--- src/logic/itdte_defines.svh ---
// constants for the interrupt-triggered transfer engine: register offsets,
// index layout, mode word fields, reset values.
// assumes the includer is a module compiled with the itdte package.
//
// How it works
// - source field: address or immediate operand
// - operand address field only for addition
// - destination field gives write address
// - chain address present only when chaining
// - handler address present only when enabled
// - fixed field order, 8 to 18 bytes
// - multi mode: up to seven pairs
// - level-7 peripheral request triggers engine
// - vector contents give index start address
// - select=1: level-7 requests not forwarded
// - trigger ignores CPU enable and level
// - 8/16-bit units, 64-Kbyte addresses
// - 16-bit access at top spills over
// - source and destination independently incrementing
// - increment one or two per unit
// - incrementing address wraps to zero
// - immediate uses low byte for 8-bit
// - addition: source plus operand to destination
// - memory addition increments operand address too
// - burst select; zero count moves nothing
// - single: one unit per request
// - burst: loop to zero, interrupts ignored
// - at zero: chain to vector, completion
// - pair quantity one to seven
`ifndef ITDTE_DEFINES_SVH
`define ITDTE_DEFINES_SVH

// ----------------------------------------
// register map
// ----------------------------------------
`define ITDTE_OFS_CTRL 12'h000
`define ITDTE_OFS_VBASE 12'h004
`define ITDTE_OFS_STATUS 12'h008
`define ITDTE_OFS_DONES 12'h00C
`define ITDTE_CTRL_FSEL 0
`define ITDTE_CTRL_RST 1'b0
`define ITDTE_VBASE_RST 24'h00_0000

// ----------------------------------------
// mode word fields
// ----------------------------------------
`define ITDTE_MOD_UNIT16 0
`define ITDTE_MOD_SRCMEM 1
`define ITDTE_MOD_UPDS 2
`define ITDTE_MOD_UPDD 3
`define ITDTE_MOD_OPER 4
`define ITDTE_MOD_BURST_SELECT 5
`define ITDTE_MOD_INTE 6
`define ITDTE_MOD_CHAIN 7
`define ITDTE_MOD_CNT_LO 8
`define ITDTE_MOD_CNT_HI 10
`define ITDTE_MOD_MULTI_PAIR_ENABLE 11

// ----------------------------------------
// index layout and sizes
// ----------------------------------------
`define ITDTE_IDX_COUNT 24'h00_0002
`define ITDTE_IDX_SRC 24'h00_0004
`define ITDTE_NSRC 8
`define ITDTE_LVL_TRIG 3'h7
`define ITDTE_ADDR_TOP 8'h00

`endif

--- src/logic/itdte_pkg.sv ---
// types for the interrupt-triggered transfer engine.
// assumes nothing outside itself.
package itdte_pkg;

  typedef enum logic [3:0] {
    S_IDLE = 4'b0000,
    S_VEC = 4'b0001,
    S_HDR = 4'b0010,
    S_SRC = 4'b0011,
    S_OPA = 4'b0100,
    S_DST = 4'b0101,
    S_CHN = 4'b0110,
    S_HND = 4'b0111,
    S_PAIR = 4'b1000,
    S_RDS = 4'b1001,
    S_RDO = 4'b1010,
    S_WRD = 4'b1011,
    S_WBK = 4'b1100,
    S_CHW = 4'b1101,
    S_FIN = 4'b1110
  } itdte_state_t;

  // byte-wide memory bus request
  typedef struct packed {
    logic req;
    logic we;
    logic [23:0] addr;
    logic [7:0] wdata;
  } itdte_mem_t;

  // a multi-byte access issued by the sequencer's user
  typedef struct packed {
    logic write;
    logic [23:0] addr;
    logic [2:0] len;
    logic [31:0] wdata;
  } itdte_acc_t;

endpackage

--- src/logic/itdte_engine.sv ---
// interrupt-triggered transfer engine: catches level-7 peripheral requests,
// walks the parameter index in RAM and moves, fills or adds 8/16-bit units.
// assumes an APB master, a byte-wide RAM port and same-clock request sources.
//
// Local design decisions: the APB slave port and the address map.
`timescale 1ns/1ps
`include "itdte_defines.svh"
module itdte_engine
(
  input wire logic pclk,
  input wire logic presetn,
  input wire logic psel,
  input wire logic penable,
  input wire logic pwrite,
  input wire logic [11:0] paddr,
  input wire logic [31:0] pwdata,
  output logic [31:0] prdata,
  output logic pready,
  output logic pslverr,
  input wire logic [7:0] periph_req,
  input wire logic [23:0] request_priority_level,
  output logic [7:0] cpu_irq_req,
  output itdte_pkg::itdte_mem_t mem,
  input wire logic mem_ack,
  input wire logic [7:0] mem_rdata,
  output logic done_irq,
  output logic [31:0] done_handler,
  output logic [2:0] done_source
);

  // ----------------------------------------
  // declarations
  // ----------------------------------------
  itdte_pkg::itdte_state_t state;
  itdte_pkg::itdte_acc_t acc;
  logic transfer_function_select;
  logic [23:0] vbase;
  logic [15:0] dones;
  logic [7:0] trig_mask;
  logic [7:0] pending;
  logic [2:0] src_id;
  logic issued;
  logic seq_start;
  logic seq_done;
  logic [31:0] seq_rdata;
  logic [23:0] idx_base;
  logic [23:0] fld_ptr;
  logic [23:0] opa_loc;
  logic [23:0] dst_loc;
  logic [15:0] mode_word;
  logic [15:0] count;
  logic [15:0] source_field;
  logic [15:0] operand_address_field;
  logic [15:0] destination_field;
  logic [31:0] chain_address_field;
  logic [31:0] handler_address_field;
  logic [15:0] src_data;
  logic [2:0] pairs_left;
  logic [1:0] wb_step;
  logic unit16;
  logic srcmem;
  logic oper;
  logic burst_select;
  logic multi_pair_enable;
  logic [2:0] pair_quantity;
  logic [2:0] unit_len;
  logic [15:0] step;
  logic [15:0] sum;
  logic burst_busy;
  logic apb_setup;
  logic apb_access;

  function automatic logic [15:0] unit_trunc(input logic [15:0] v, input logic wide);
    unit_trunc = wide ? v : {8'h00, v[7:0]};
  endfunction

  function automatic logic [2:0] lowest(input logic [7:0] v);
    integer i;
    lowest = 3'h0;
    for (i = 7; i >= 0; i = i - 1)
      if (v[i])
        lowest = 3'(i);
  endfunction

  assign unit16 = mode_word[`ITDTE_MOD_UNIT16];
  assign srcmem = mode_word[`ITDTE_MOD_SRCMEM];
  assign oper = mode_word[`ITDTE_MOD_OPER];
  assign burst_select = mode_word[`ITDTE_MOD_BURST_SELECT];
  assign multi_pair_enable = mode_word[`ITDTE_MOD_MULTI_PAIR_ENABLE];
  assign pair_quantity = mode_word[`ITDTE_MOD_CNT_HI:`ITDTE_MOD_CNT_LO];
  assign unit_len = unit16 ? 3'h2 : 3'h1;
  assign step = unit16 ? 16'h0002 : 16'h0001;
  assign sum = unit_trunc(src_data + unit_trunc(seq_rdata[15:0], unit16), unit16);
  assign burst_busy = (state != itdte_pkg::S_IDLE) && burst_select && !multi_pair_enable;

  // ----------------------------------------
  // trigger capture and forwarding
  // ----------------------------------------
  // no CPU flag or processor level is consulted here on purpose
  always_comb
  begin
    for (int i = 0; i < `ITDTE_NSRC; i++)
      trig_mask[i] = transfer_function_select &&
        (request_priority_level[i*3 +: 3] == `ITDTE_LVL_TRIG);
  end

  // a new request in the cycle its bit is taken stays pending
  always_ff @(posedge pclk or negedge presetn)
  begin
    if (!presetn)
      pending <= 8'h00;
    else if (state == itdte_pkg::S_IDLE && pending != 8'h00)
      pending <= (pending & ~(8'h01 << lowest(pending))) | (periph_req & trig_mask);
    else
      pending <= pending | (periph_req & trig_mask);
  end

  // while a burst runs nothing reaches the CPU
  always_ff @(posedge pclk or negedge presetn)
  begin
    if (!presetn)
      cpu_irq_req <= 8'h00;
    else if (burst_busy)
      cpu_irq_req <= 8'h00;
    else
      cpu_irq_req <= periph_req & ~trig_mask;
  end

  // ----------------------------------------
  // APB slave
  // ----------------------------------------
  assign apb_setup = psel && !penable;
  assign apb_access = psel && penable;
  assign pready = 1'b1;
  assign pslverr = apb_access && !(paddr == `ITDTE_OFS_CTRL || paddr == `ITDTE_OFS_VBASE ||
    paddr == `ITDTE_OFS_STATUS || paddr == `ITDTE_OFS_DONES);

  always_ff @(posedge pclk or negedge presetn)
  begin
    if (!presetn)
    begin
      transfer_function_select <= `ITDTE_CTRL_RST;
      vbase <= `ITDTE_VBASE_RST;
    end
    else if (apb_access && pwrite)
    begin
      if (paddr == `ITDTE_OFS_CTRL)
        transfer_function_select <= pwdata[`ITDTE_CTRL_FSEL];
      else if (paddr == `ITDTE_OFS_VBASE)
        vbase <= pwdata[23:0];
    end
  end

  always_ff @(posedge pclk or negedge presetn)
  begin
    if (!presetn)
      prdata <= 32'h0000_0000;
    else if (apb_setup && !pwrite)
    begin
      if (paddr == `ITDTE_OFS_CTRL)
        prdata <= {31'h0000_0000, transfer_function_select};
      else if (paddr == `ITDTE_OFS_VBASE)
        prdata <= {8'h00, vbase};
      else if (paddr == `ITDTE_OFS_STATUS)
        prdata <= {16'h0000, pending, 1'b0, src_id, state};
      else if (paddr == `ITDTE_OFS_DONES)
        prdata <= {16'h0000, dones};
      else
        prdata <= 32'h0000_0000;
    end
  end

  // ----------------------------------------
  // byte sequencer
  // ----------------------------------------
  assign seq_start = !issued && (state != itdte_pkg::S_IDLE) && (state != itdte_pkg::S_FIN) &&
    !(state == itdte_pkg::S_RDS && !srcmem && !multi_pair_enable) &&
    !(state == itdte_pkg::S_RDO && !oper);

  always_ff @(posedge pclk or negedge presetn)
  begin
    if (!presetn)
      issued <= 1'b0;
    else if (seq_done)
      issued <= 1'b0;
    else if (seq_start)
      issued <= 1'b1;
  end

  always_comb
  begin
    acc.write = 1'b0;
    acc.addr = fld_ptr;
    acc.len = 3'h2;
    acc.wdata = 32'h0000_0000;
    case (state)
      itdte_pkg::S_VEC: begin acc.addr = vbase + {19'h0_0000, src_id, 2'b00}; acc.len = 3'h4; end
      itdte_pkg::S_HDR: begin acc.addr = idx_base; acc.len = 3'h4; end
      itdte_pkg::S_CHN: acc.len = 3'h4;
      itdte_pkg::S_HND: acc.len = 3'h4;
      itdte_pkg::S_PAIR: acc.len = 3'h4;
      itdte_pkg::S_RDS: begin acc.addr = {`ITDTE_ADDR_TOP, source_field}; acc.len = unit_len; end
      itdte_pkg::S_RDO: begin acc.addr = {`ITDTE_ADDR_TOP, operand_address_field}; acc.len = unit_len; end
      itdte_pkg::S_WRD:
      begin
        acc.write = 1'b1;
        acc.addr = {`ITDTE_ADDR_TOP, destination_field};
        acc.len = unit_len;
        // src_data already carries the sum here: adding again would double-count
        acc.wdata = {16'h0000, unit_trunc(src_data, unit16)};
      end
      itdte_pkg::S_WBK:
      begin
        acc.write = 1'b1;
        if (wb_step == 2'h0)
        begin
          acc.addr = idx_base + `ITDTE_IDX_COUNT;
          acc.len = 3'h4;
          acc.wdata = {source_field, count};
        end
        else if (wb_step == 2'h1)
        begin
          acc.addr = opa_loc;
          acc.wdata = {16'h0000, operand_address_field};
        end
        else
        begin
          acc.addr = dst_loc;
          acc.wdata = {16'h0000, destination_field};
        end
      end
      itdte_pkg::S_CHW:
      begin
        acc.write = 1'b1;
        acc.addr = vbase + {19'h0_0000, src_id, 2'b00};
        acc.len = 3'h4;
        acc.wdata = chain_address_field;
      end
      default: acc.len = 3'h2;
    endcase
  end

  itdte_mem_seq u_seq
  (
    .pclk(pclk),
    .presetn(presetn),
    .start(seq_start),
    .acc(acc),
    .mem(mem),
    .mem_ack(mem_ack),
    .mem_rdata(mem_rdata),
    .done(seq_done),
    .rdata(seq_rdata)
  );

  // ----------------------------------------
  // index walk and transfer sequence
  // ----------------------------------------
  always_ff @(posedge pclk or negedge presetn)
  begin
    if (!presetn)
    begin
      state <= itdte_pkg::S_IDLE;
      src_id <= 3'h0;
      idx_base <= 24'h00_0000;
      fld_ptr <= 24'h00_0000;
      opa_loc <= 24'h00_0000;
      dst_loc <= 24'h00_0000;
      mode_word <= 16'h0000;
      count <= 16'h0000;
      source_field <= 16'h0000;
      operand_address_field <= 16'h0000;
      destination_field <= 16'h0000;
      chain_address_field <= 32'h0000_0000;
      handler_address_field <= 32'h0000_0000;
      src_data <= 16'h0000;
      pairs_left <= 3'h0;
      wb_step <= 2'h0;
    end
    else
    begin
      case (state)
        itdte_pkg::S_IDLE:
          if (pending != 8'h00)
          begin
            src_id <= lowest(pending);
            state <= itdte_pkg::S_VEC;
          end
        itdte_pkg::S_VEC:
          if (seq_done)
          begin
            idx_base <= seq_rdata[23:0];
            state <= itdte_pkg::S_HDR;
          end
        itdte_pkg::S_HDR:
          if (seq_done)
          begin
            mode_word <= seq_rdata[15:0];
            count <= seq_rdata[31:16];
            fld_ptr <= idx_base + `ITDTE_IDX_SRC;
            pairs_left <= seq_rdata[`ITDTE_MOD_CNT_HI:`ITDTE_MOD_CNT_LO];
            state <= seq_rdata[`ITDTE_MOD_MULTI_PAIR_ENABLE] ? itdte_pkg::S_PAIR : itdte_pkg::S_SRC;
          end
        itdte_pkg::S_SRC:
          if (seq_done)
          begin
            source_field <= seq_rdata[15:0];
            fld_ptr <= fld_ptr + 24'h00_0002;
            opa_loc <= fld_ptr + 24'h00_0002;
            dst_loc <= fld_ptr + (oper ? 24'h00_0004 : 24'h00_0002);
            state <= oper ? itdte_pkg::S_OPA : itdte_pkg::S_DST;
          end
        itdte_pkg::S_OPA:
          if (seq_done)
          begin
            operand_address_field <= seq_rdata[15:0];
            fld_ptr <= fld_ptr + 24'h00_0002;
            state <= itdte_pkg::S_DST;
          end
        itdte_pkg::S_DST:
          if (seq_done)
          begin
            destination_field <= seq_rdata[15:0];
            fld_ptr <= fld_ptr + 24'h00_0002;
            if (mode_word[`ITDTE_MOD_CHAIN])
              state <= itdte_pkg::S_CHN;
            else if (mode_word[`ITDTE_MOD_INTE])
              state <= itdte_pkg::S_HND;
            else
              state <= (count == 16'h0000) ? itdte_pkg::S_FIN : itdte_pkg::S_RDS;
          end
        itdte_pkg::S_CHN:
          if (seq_done)
          begin
            chain_address_field <= seq_rdata;
            fld_ptr <= fld_ptr + 24'h00_0004;
            if (mode_word[`ITDTE_MOD_INTE])
              state <= itdte_pkg::S_HND;
            else
              state <= (count == 16'h0000) ? itdte_pkg::S_FIN : itdte_pkg::S_RDS;
          end
        itdte_pkg::S_HND:
          if (seq_done)
          begin
            handler_address_field <= seq_rdata;
            state <= (count == 16'h0000) ? itdte_pkg::S_FIN : itdte_pkg::S_RDS;
          end
        itdte_pkg::S_PAIR:
          if (seq_done)
          begin
            source_field <= seq_rdata[15:0];
            destination_field <= seq_rdata[31:16];
            fld_ptr <= fld_ptr + 24'h00_0004;
            state <= itdte_pkg::S_RDS;
          end
        itdte_pkg::S_RDS:
          if (!srcmem && !multi_pair_enable)
          begin
            src_data <= unit_trunc(source_field, unit16);
            state <= itdte_pkg::S_RDO;
          end
          else if (seq_done)
          begin
            src_data <= unit_trunc(seq_rdata[15:0], unit16);
            state <= itdte_pkg::S_RDO;
          end
        itdte_pkg::S_RDO:
          if (!oper)
            state <= itdte_pkg::S_WRD;
          else if (seq_done)
          begin
            src_data <= sum;
            state <= itdte_pkg::S_WRD;
          end
        itdte_pkg::S_WRD:
          if (seq_done)
          begin
            if (multi_pair_enable)
            begin
              pairs_left <= pairs_left - 3'h1;
              state <= (pairs_left == 3'h1) ? itdte_pkg::S_FIN : itdte_pkg::S_PAIR;
            end
            else
            begin
              count <= count - 16'h0001;
              if (mode_word[`ITDTE_MOD_UPDS] && srcmem)
                source_field <= source_field + step;
              if (mode_word[`ITDTE_MOD_UPDS] && srcmem && oper)
                operand_address_field <= operand_address_field + step;
              if (mode_word[`ITDTE_MOD_UPDD])
                destination_field <= destination_field + step;
              wb_step <= 2'h0;
              if (burst_select && count != 16'h0001)
                state <= itdte_pkg::S_RDS;
              else
                state <= itdte_pkg::S_WBK;
            end
          end
        itdte_pkg::S_WBK:
          if (seq_done)
          begin
            // keep the index current so the next request resumes from here
            if (wb_step == 2'h0)
              wb_step <= oper ? 2'h1 : 2'h2;
            else if (wb_step == 2'h1)
              wb_step <= 2'h2;
            else if (count == 16'h0000 && mode_word[`ITDTE_MOD_CHAIN])
              state <= itdte_pkg::S_CHW;
            else
              state <= itdte_pkg::S_FIN;
          end
        itdte_pkg::S_CHW:
          if (seq_done)
            state <= itdte_pkg::S_FIN;
        default:
          state <= itdte_pkg::S_IDLE;
      endcase
    end
  end

  // ----------------------------------------
  // completion
  // ----------------------------------------
  always_ff @(posedge pclk or negedge presetn)
  begin
    if (!presetn)
    begin
      done_irq <= 1'b0;
      done_handler <= 32'h0000_0000;
      done_source <= 3'h0;
      dones <= 16'h0000;
    end
    else
    begin
      done_irq <= 1'b0;
      if (state == itdte_pkg::S_FIN && !multi_pair_enable && count == 16'h0000 &&
          mode_word[`ITDTE_MOD_INTE])
      begin
        done_irq <= 1'b1;
        done_handler <= handler_address_field;
        done_source <= src_id;
      end
      if (state == itdte_pkg::S_FIN)
        dones <= dones + 16'h0001;
    end
  end

  // ----------------------------------------
  // checks
  // ----------------------------------------
  a_trig_not_fwd: assert property (@(posedge pclk) disable iff (!presetn)
    ((periph_req & trig_mask) != 8'h00) |=> ((cpu_irq_req & $past(periph_req & trig_mask)) == 8'h00))
    else $error("level-7 request reached the cpu");

  a_trig_caught: assert property (@(posedge pclk) disable iff (!presetn)
    ((periph_req & trig_mask) != 8'h00) |=> (pending != 8'h00 || state != itdte_pkg::S_IDLE))
    else $error("trigger was lost");

  a_zero_no_move: assert property (@(posedge pclk) disable iff (!presetn)
    (state == itdte_pkg::S_WRD && !multi_pair_enable) |-> (count != 16'h0000))
    else $error("unit moved with zero count");

  a_count_dec: assert property (@(posedge pclk) disable iff (!presetn)
    (state == itdte_pkg::S_WRD && seq_done && !multi_pair_enable) |=> (count == $past(count) - 16'h0001))
    else $error("count not decremented");

  a_dst_step: assert property (@(posedge pclk) disable iff (!presetn)
    (state == itdte_pkg::S_WRD && seq_done && !multi_pair_enable && mode_word[`ITDTE_MOD_UPDD])
    |=> (destination_field == $past(destination_field) + (unit16 ? 16'h0002 : 16'h0001)))
    else $error("destination step wrong");

  a_burst_quiet: assert property (@(posedge pclk) disable iff (!presetn)
    burst_busy [*2] |-> (cpu_irq_req == 8'h00))
    else $error("interrupt passed during burst");

  a_chain_write: assert property (@(posedge pclk) disable iff (!presetn)
    (state == itdte_pkg::S_CHW && seq_start) |-> (acc.write && acc.len == 3'h4 && acc.wdata == chain_address_field))
    else $error("chain write malformed");

  a_done_cause: assert property (@(posedge pclk) disable iff (!presetn)
    done_irq |-> ($past(state) == itdte_pkg::S_FIN && count == 16'h0000 && mode_word[`ITDTE_MOD_INTE]))
    else $error("completion without zero count");

  a_sum_trunc: assert property (@(posedge pclk) disable iff (!presetn)
    (state == itdte_pkg::S_WRD && seq_start && !unit16) |-> (acc.wdata[31:8] == 24'h00_0000 && acc.len == 3'h1))
    else $error("8-bit unit wider than a byte");

  a_pair_range: assert property (@(posedge pclk) disable iff (!presetn)
    (state == itdte_pkg::S_PAIR) |-> (pairs_left != 3'h0 && pairs_left <= pair_quantity))
    else $error("pair count out of range");

endmodule

--- src/logic/itdte_mem_seq.sv ---
// byte sequencer: turns a 1..4 byte access into byte transfers, little endian.
// assumes a memory that answers each byte request with a one-cycle mem_ack.
`timescale 1ns/1ps
module itdte_mem_seq
(
  input wire logic pclk,
  input wire logic presetn,
  input wire logic start,
  input wire itdte_pkg::itdte_acc_t acc,
  output itdte_pkg::itdte_mem_t mem,
  input wire logic mem_ack,
  input wire logic [7:0] mem_rdata,
  output logic done,
  output logic [31:0] rdata
);

  logic busy;
  logic write;
  logic [23:0] addr;
  logic [2:0] left;
  logic [1:0] lane;
  logic [31:0] wbuf;

  // full 24-bit byte address: a 16-bit unit at 0xFFFF reaches 0x10000
  always_ff @(posedge pclk or negedge presetn)
  begin
    if (!presetn)
    begin
      busy <= 1'b0;
      write <= 1'b0;
      addr <= 24'h00_0000;
      left <= 3'h0;
      lane <= 2'h0;
      wbuf <= 32'h0000_0000;
    end
    else if (start)
    begin
      busy <= 1'b1;
      write <= acc.write;
      addr <= acc.addr;
      left <= acc.len;
      lane <= 2'h0;
      wbuf <= acc.wdata;
    end
    else if (busy && mem_ack)
    begin
      addr <= addr + 24'h00_0001;
      left <= left - 3'h1;
      lane <= lane + 2'h1;
      wbuf <= {8'h00, wbuf[31:8]};
      if (left == 3'h1)
        busy <= 1'b0;
    end
  end

  always_ff @(posedge pclk or negedge presetn)
  begin
    if (!presetn)
      rdata <= 32'h0000_0000;
    else if (start)
      rdata <= 32'h0000_0000;
    else if (busy && mem_ack && !write)
      rdata[lane*8 +: 8] <= mem_rdata;
  end

  always_ff @(posedge pclk or negedge presetn)
  begin
    if (!presetn)
      done <= 1'b0;
    else
      done <= busy && mem_ack && (left == 3'h1);
  end

  always_comb
  begin
    mem.req = busy;
    mem.we = write;
    mem.addr = addr;
    mem.wdata = wbuf[7:0];
  end

endmodule

--- config.mk ---
export PLATFORM = sky130hd
export DESIGN_NAME = itdte_engine
export DESIGN_NICKNAME = d
export VERILOG_FILES = /design/src/logic/itdte_pkg.sv /design/src/logic/itdte_engine.sv /design/src/logic/itdte_mem_seq.sv
export VERILOG_INCLUDE_DIRS = /design/src /design/src/logic
export SDC_FILE = /design/constraint.sdc
export NUM_CORES = 1
export LEC_CHECK = 0
export ABC_AREA = 1
export ABC_CLOCK_PERIOD_IN_PS = 3400
export BUFFER_PORTS_ARGS = -buffer_cell sky130_fd_sc_hd__buf_2
export CAP_MARGIN = 30
export CORE_MARGIN = 1.5
export CORE_UTILIZATION = 43
export CTS_BUF_LIST = sky130_fd_sc_hd__clkbuf_4
export CTS_CLUSTER_SIZE = 14
export DETAILED_ROUTE_END_ITERATION = 8
export PLACE_DENSITY_LB_ADDON = 0.1
export SLEW_MARGIN = 0
export SYNTH_ARGS = -nofsm -noshare
export SYNTH_HDL_FRONTEND = slang
export SYNTH_SLANG_ARGS = --single-unit
--- constraint.sdc ---
create_clock -name pclk -period 3.4 [get_ports pclk]
set_clock_uncertainty 0.15 [all_clocks]
set_input_delay 0.68 -clock pclk [delete_from_list [all_inputs] [get_ports pclk]]
set_output_delay 0.68 -clock pclk [all_outputs]
set_load 0.03 [all_outputs]
Word level (Yosys, flattened, before mapping) --
Index checks and enable logic that the tools add are counted.
Storage, ports and cells: register bits 486, bits of input ports 90, output and inout port bits 112, logic and storage cells 321
Cells by class: add/subtract/negate cells 17, equality and inequality tests 57, shifts and indexed selects 3, muxes and demuxes 113, bitwise logic cells 8, reduce and logical (&&, ||, !) cells 89
Operators with widths (number):
- $mux W16 | 24
- $mux W24 | 9
- $mux W32 | 5
- $pmux W24 S6 | 1
- $pmux W16 S2 | 4
- $pmux W32 S3 | 1
- $mux W4 | 21
- $pmux W24 S3 | 1
- $mux W3 | 20
- $pmux W4 S14 | 1
- $add A16 B2 Y16 | 3
- $add A24 B2 Y24 const B | 2
- $add A24 B3 Y24 const B | 2
- $pmux W16 S3 | 1
- $logic_and A1 B1 Y1 | 34
- $neg A5 Y34 | 1
- $shift A8 B34 Y32 const A | 1
- $shiftx A8 B34 Y32 | 1
- $bwmux W32 | 1
- $ne A2 B1 Y1 const B | 16
- $eq A4 B4 Y1 const B | 7
- $add A24 B1 Y24 const B | 1
- $add A24 B3 Y24 | 1
- $add A24 B5 Y24 | 1
- 49 further kinds | 128

Longest topological paths before layout --
depth after elaboration 14, mapped depth 19, depth with buffers taken out 17

Hierarchy --
A second synthesis with hierarchy kept.
Unflattened totals: cells, all modules 3703, area total of the unflattened synthesis 28010.6 µm²
By module, submodules not included:
- itdte_engine | times used 1, cells an instance 3085, area each 23088.4 µm², sequential area each 9459.1 µm²
- itdte_mem_seq | times used 1, cells an instance 618, area each 4922.2 µm², sequential area each 2402.3 µm²

Worst setup path after synthesis --
OpenSTA, ideal clock, no wires.
kind reg-to-reg, start point register mode_word[0], end point register operand_address_field[12], library setup time 118 ps, data arrival time 2920 ps, data required time 3132 ps, setup slack 212 ps, stages on the path, launching flop included 16, path buffers 2, period minus slack after synthesis 3188 ps, path through dfrtp_1 -> clkbuf_1 -> inv_1 -> clkbuf_1 -> ha_1 -> inv_1 -> fa_1 -> or2_2 -> nor2_1 -> nand3_1 -> nor2_1 -> nand4_1 -> o21ai_0 -> nand2_1 -> a21oi_1 -> nor2_1
Between the ends: longest elaborated chain between the ends 6
Ends and longest elaborated chain:
- start, declared | RTL line itdte_engine.sv:50 | logic [15:0] mode_word;
- start signal, assigned | RTL line itdte_engine.sv:298 | mode_word <= seq_rdata[15:0];
- $mux W2 | RTL line itdte_engine.sv:92 | assign step = unit16 ? 16'h0002 : 16'h0001;
- $add A16 B2 Y16 | RTL line itdte_engine.sv:389 | operand_address_field <= operand_address_field + step;
- $mux W16 | RTL line itdte_engine.sv:388 | if (mode_word[`ITDTE_MOD_UPDS] && srcmem && oper)
- $mux W16 | RTL line itdte_engine.sv:378 | if (multi_pair_enable)
- $mux W16 | RTL line itdte_engine.sv:376 | if (seq_done)
- $pmux W16 S2 | RTL line itdte_engine.sv:282 | case (state)
- end signal, assigned | RTL line itdte_engine.sv:316 | operand_address_field <= seq_rdata[15:0];
- end signal, assigned | RTL line itdte_engine.sv:389
- end, declared | RTL line itdte_engine.sv:53 | logic [15:0] operand_address_field;
Every way passes these cells. The select of a mux whose other input is x is not followed. A chain may end at the register's enable or synchronous reset.

Worst setup path in the final report --
start point register wb_step[1], end point register u_seq.wbuf[7]
Between the ends: longest elaborated chain between the ends 5, elaborated cells between the ends (all ways) 6, those cells by class eq/ne: 1; mux: 4; reduce/logical: 1
Ends and longest elaborated chain:
- start, declared | RTL line itdte_engine.sv:59 | logic [1:0] wb_step;
- start signal, assigned | RTL line itdte_engine.sv:404 | wb_step <= oper ? 2'h1 : 2'h2;
- $eq A2 B1 Y1 | RTL line itdte_engine.sv:221 | else if (wb_step == 2'h1)
- $mux W16 | RTL line itdte_engine.sv:221
- $mux W32 * | RTL line itdte_engine.sv:215 | if (wb_step == 2'h0)
- $pmux W32 S3 * | RTL line itdte_engine.sv:196 | case (state)
- $mux W32 * | RTL line itdte_mem_seq.sv:36 | else if (start)
- end signal, assigned | RTL line itdte_mem_seq.sv:43 | wbuf <= acc.wdata;
- end signal, assigned | RTL line itdte_mem_seq.sv:50 | wbuf <= {8'h00, wbuf[31:8]};
- end, declared | RTL line itdte_mem_seq.sv:22 | logic [31:0] wbuf;
Mark *: on every way between the ends. The rest lies on a longest branch, timed or not.

==> results.sh <==
export IMPL_run_status="finished clean"
export IMPL_power_share_switching_pct=46.8
export IMPL_cts_setup_buffers=0
export IMPL_final_layout_size_suffix_gt1_share_pct=14.5
export IMPL_design_core_area_sq_um=64200
export IMPL_timing_critical_path_cells="inv_2, nand2_1, inv_1, nand2_1, o221ai_1, a22oi_1, o21ai_0, nand2_1, a21oi_1"
export IMPL_p_seq_share_pct=34.5
export IMPL_critical_path_class="reg -> reg"
export IMPL_grt_start_max_net_pins=86
export IMPL_combinational_share_of_power_pct=41.9
export IMPL_final_antenna_net_count=0
export IMPL_vdd_ir_drop_max_mv=0.351
export IMPL_first_iter_violations=2652
export IMPL_worst_path_largest_cell_delay_ns=0.64
export IMPL_layout_worst_path_cycle_share_pct=87.4
export IMPL_grt_pass1_vias=26700
export IMPL_post_synth_inst_count=3688
export IMPL_worst_endpoint_required_ns=4.14
export IMPL_worst_slew_pin_transition_ns=0.856
export IMPL_timing_final_max_slew_violations=0
export IMPL_postCtsResizedCells=0
export IMPL_post_synth_cell_area_avg_sq_um=7.55
export IMPL_die_extent_in_x_microns=258
export IMPL_totalNegativeSetupSlack_ns=0
export IMPL_placement_rows=93
export IMPL_clock_latency_ns=1.03
export IMPL_power_density_nw_per_um2=718
export IMPL_cts_htree_levels=4
export IMPL_post_cts_hold_buffer_count=69
export IMPL_drt_pre_antenna_iters=6
export IMPL_clock_power_share_pct=23.7
export IMPL_cp_buffers_inverters=2
export IMPL_yosysUniqueCellTypes=66
export IMPL_p_leak_nw=15.3
export IMPL_grt_antenna_before_repair=4
export IMPL_port_buffer_count=184
export IMPL_layout_common_cells="sky130_fd_sc_hd__nand2_1, sky130_fd_sc_hd__dfrtp_1, sky130_fd_sc_hd__o21ai_0"
export IMPL_drc=0
export IMPL_starting_density_of_the_core_pct=43.4
export IMPL_synthFlopType="sky130_fd_sc_hd__dfrtp_1"
export IMPL_final_period_minus_worst_setup_slack_ns=2.97
export IMPL_ctsRootBufferMaster="sky130_fd_sc_hd__clkbuf_4"
export IMPL_fin_nets=4146
export IMPL_ios=202
export IMPL_vias_per_cell=5.56
export IMPL_tritoncts_num_buffers=141
export IMPL_synth_edf_count=0
export IMPL_routed_vias=27600
export IMPL_power_switching_mw=10.9
export IMPL_worstPathMaxFanout=14
export IMPL_grt_overflow_total=0
export IMPL_worst_hold_check_path_type="in -> async"
export IMPL_async_flop_share_pct=100
export IMPL_floorplan_die_height_microns=258
export IMPL_clk_transition_reported_paths_ns=0.07
export IMPL_worst_slew_margin_rel_pct=42.9
export IMPL_netlist_area_sq_um=27900
export IMPL_setup_worst_path_end_class="flip-flop"
export IMPL_report_final_hold_viol_count=0
export IMPL_die_area_sq_um=66300
export IMPL_max_freq_mhz=337
export IMPL_final_common_cell="sky130_fd_sc_hd__nand2_1"
export IMPL_detail_route_wirelength_microns=111000
export IMPL_critPathSlowestCell="sky130_fd_sc_hd__dfrtp_1"
export IMPL_number_of_warnings_reported_in_the_yosys_synthesis_log=0
export IMPL_flow_area_growth_from_synthesis_pct=16.3
export IMPL_seq_area_frac_synth_pct=42.6
export IMPL_post_route_cell_area_sq_um=32400
export IMPL_global_route_wire_length_before_repair_microns=167000
export IMPL_globalRouteTotalUtil_pct=33.5
export IMPL_number_of_storage_elements_in_the_synthesis_netlist=474
export IMPL_cts_tree="built"
export IMPL_cts_root_to_sink_buffers=3
export IMPL_grt_setup_unrepaired="false"
export IMPL_finalWeightedCongestion=1.02
export IMPL_final_setup_violating_endpoints=0
export IMPL_critical_path_top_delay_family="simple AND/OR/NAND/NOR gates"
export IMPL_startpoint_type="flip-flop"
export IMPL_cap_viol_max_count=0
export IMPL_post_dp_cell_area_sq_um=29900
export IMPL_wl_per_cell_microns=22.3
export IMPL_cts_sinks=474
export IMPL_internal_power_mw=12.4
export IMPL_crit_top_cell="sky130_fd_sc_hd__nand2_1"
export IMPL_critical_path_arrival_ns=3.71
export IMPL_dp_hpwl_microns=82200
power by group through the flow:
stage	clock network (mW)	logic (mW)	registers (mW)
after floorplan	0	6.04	7.84
after global placement	0	9.51	8.07
after detailed placement	0	9.53	8.07
after CTS	5.64	9.62	7.99
after global routing	5.97	10.6	8.14
final	5.51	9.74	8.03
cell families after synthesis:
kind of cell	share of synthesized area, %
AOI/OAI and AO/OA	17.8
xor gates and xnor gates	2.45
DFF	42.6
other	0.0270
muxes	2.19
and+or+nand+nor	23.6
adders and majority gates	2.27
buffers and inverters	9.06
state kept, by name, indices dropped and copies added, names as in the netlist, 24 cells and up:
name                   cells
idx_base                  24
u_seq.addr                24
prdata                    24
handler_address_field     32
u_seq.rdata               32
done_handler              32
chain_address_field       32
vbase                     24
opa_loc                   24
fld_ptr                   24
u_seq.wbuf                32
layer usage:
layer	part of all wire [%]	vias to the layer above	global-route usage [%]	wire length [microns]
met5	0	-	0	0
met3	6.7	279	5.35	7470
met2	46	1146	52.4	50500
met1	42	13200	44.1	46300
li1	-	13000	-	-
met4	5.9	0	19.3	6500
through the flow:
| stage | power, mW | setup slack, ns | instances | utilization (%) | hold WS (ns) |
|---|---|---|---|---|---|
| floorplan | 13.9 | 0.212 | 3695 | - | 0.234 |
| global placement | 17.6 | 0.489 | 4651 | 46.6 | 0.309 |
| detailed placement | 17.6 | 0.452 | 4651 | 46.6 | 0.314 |
| CTS | 23.2 | 0.423 | 4952 | 50.4 | 0.0513 |
| global route | 24.7 | 0.168 | 4961 | 50.4 | 0.0960 |
| finish | 23.3 | 0.429 | 4962 | 50.4 | 0.113 |
area by class of cell:
cell class                      instances  area [sq um]
Multi-Input combinational cell       2604         13500
Antenna cell                            9          22.5
Tap cell                              855          1070
Inverter                              437          1640
Fill cell                            6575         31800
Clock buffer                          200          1500
Clock inverter                         32           219
Timing Repair Buffer                  351          2560
Sequential cell                       474         11900
path summary, 6_finish.rpt:
kind / start / end / slack (ns) / cells past startpoint
min in group pclk: penable / prdata[23]$_DFFE_PN0P_ / 0.13 / 5
max reg2reg: wb_step[1]$_DFFE_PN0P_ / u_seq.wbuf[7]$_DFFE_PN0P_ / 0.43 / 9
max: wb_step[1]$_DFFE_PN0P_ / u_seq.wbuf[7]$_DFFE_PN0P_ / 0.43 / 9
min: presetn / cpu_irq_req[2]$_DFF_PN0_ / 0.11 / 2
max in group asynchronous: presetn / chain_address_field[1]$_DFFE_PN0P_ / 2.02 / 3
min reg2reg: done_handler[24]$_DFFE_PN0P_ / done_handler[24]$_DFFE_PN0P_ / 0.32 / 2
synthesized netlist by cell type, drive strengths merged, types with 9 or more instances:
master / count / share of area [%]
a21oi: 148 / 2.7
a221oi: 12 / 0.38
a22oi: 38 / 1.0
a31oi: 25 / 0.56
buf: 72 / 1.7
clkbuf: 108 / 1.5
dfrtp: 474 / 43
ha: 41 / 1.8
inv: 432 / 5.8
mux2: 23 / 0.93
mux2i: 35 / 1.3
nand2: 851 / 12
nand3: 221 / 4.0
nand4: 52 / 1.2
nor2: 338 / 5.0
nor3: 56 / 1.0
nor4: 16 / 0.46
o211ai: 26 / 0.70
o21ai: 452 / 8.1
o21bai: 9 / 0.24
o221ai: 13 / 0.41
o22a: 15 / 0.47
o22ai: 71 / 1.6
o31ai: 12 / 0.32
o32ai: 9 / 0.28
xor2: 72 / 2.3
Note: power is estimated with default switching activity, not from simulation.
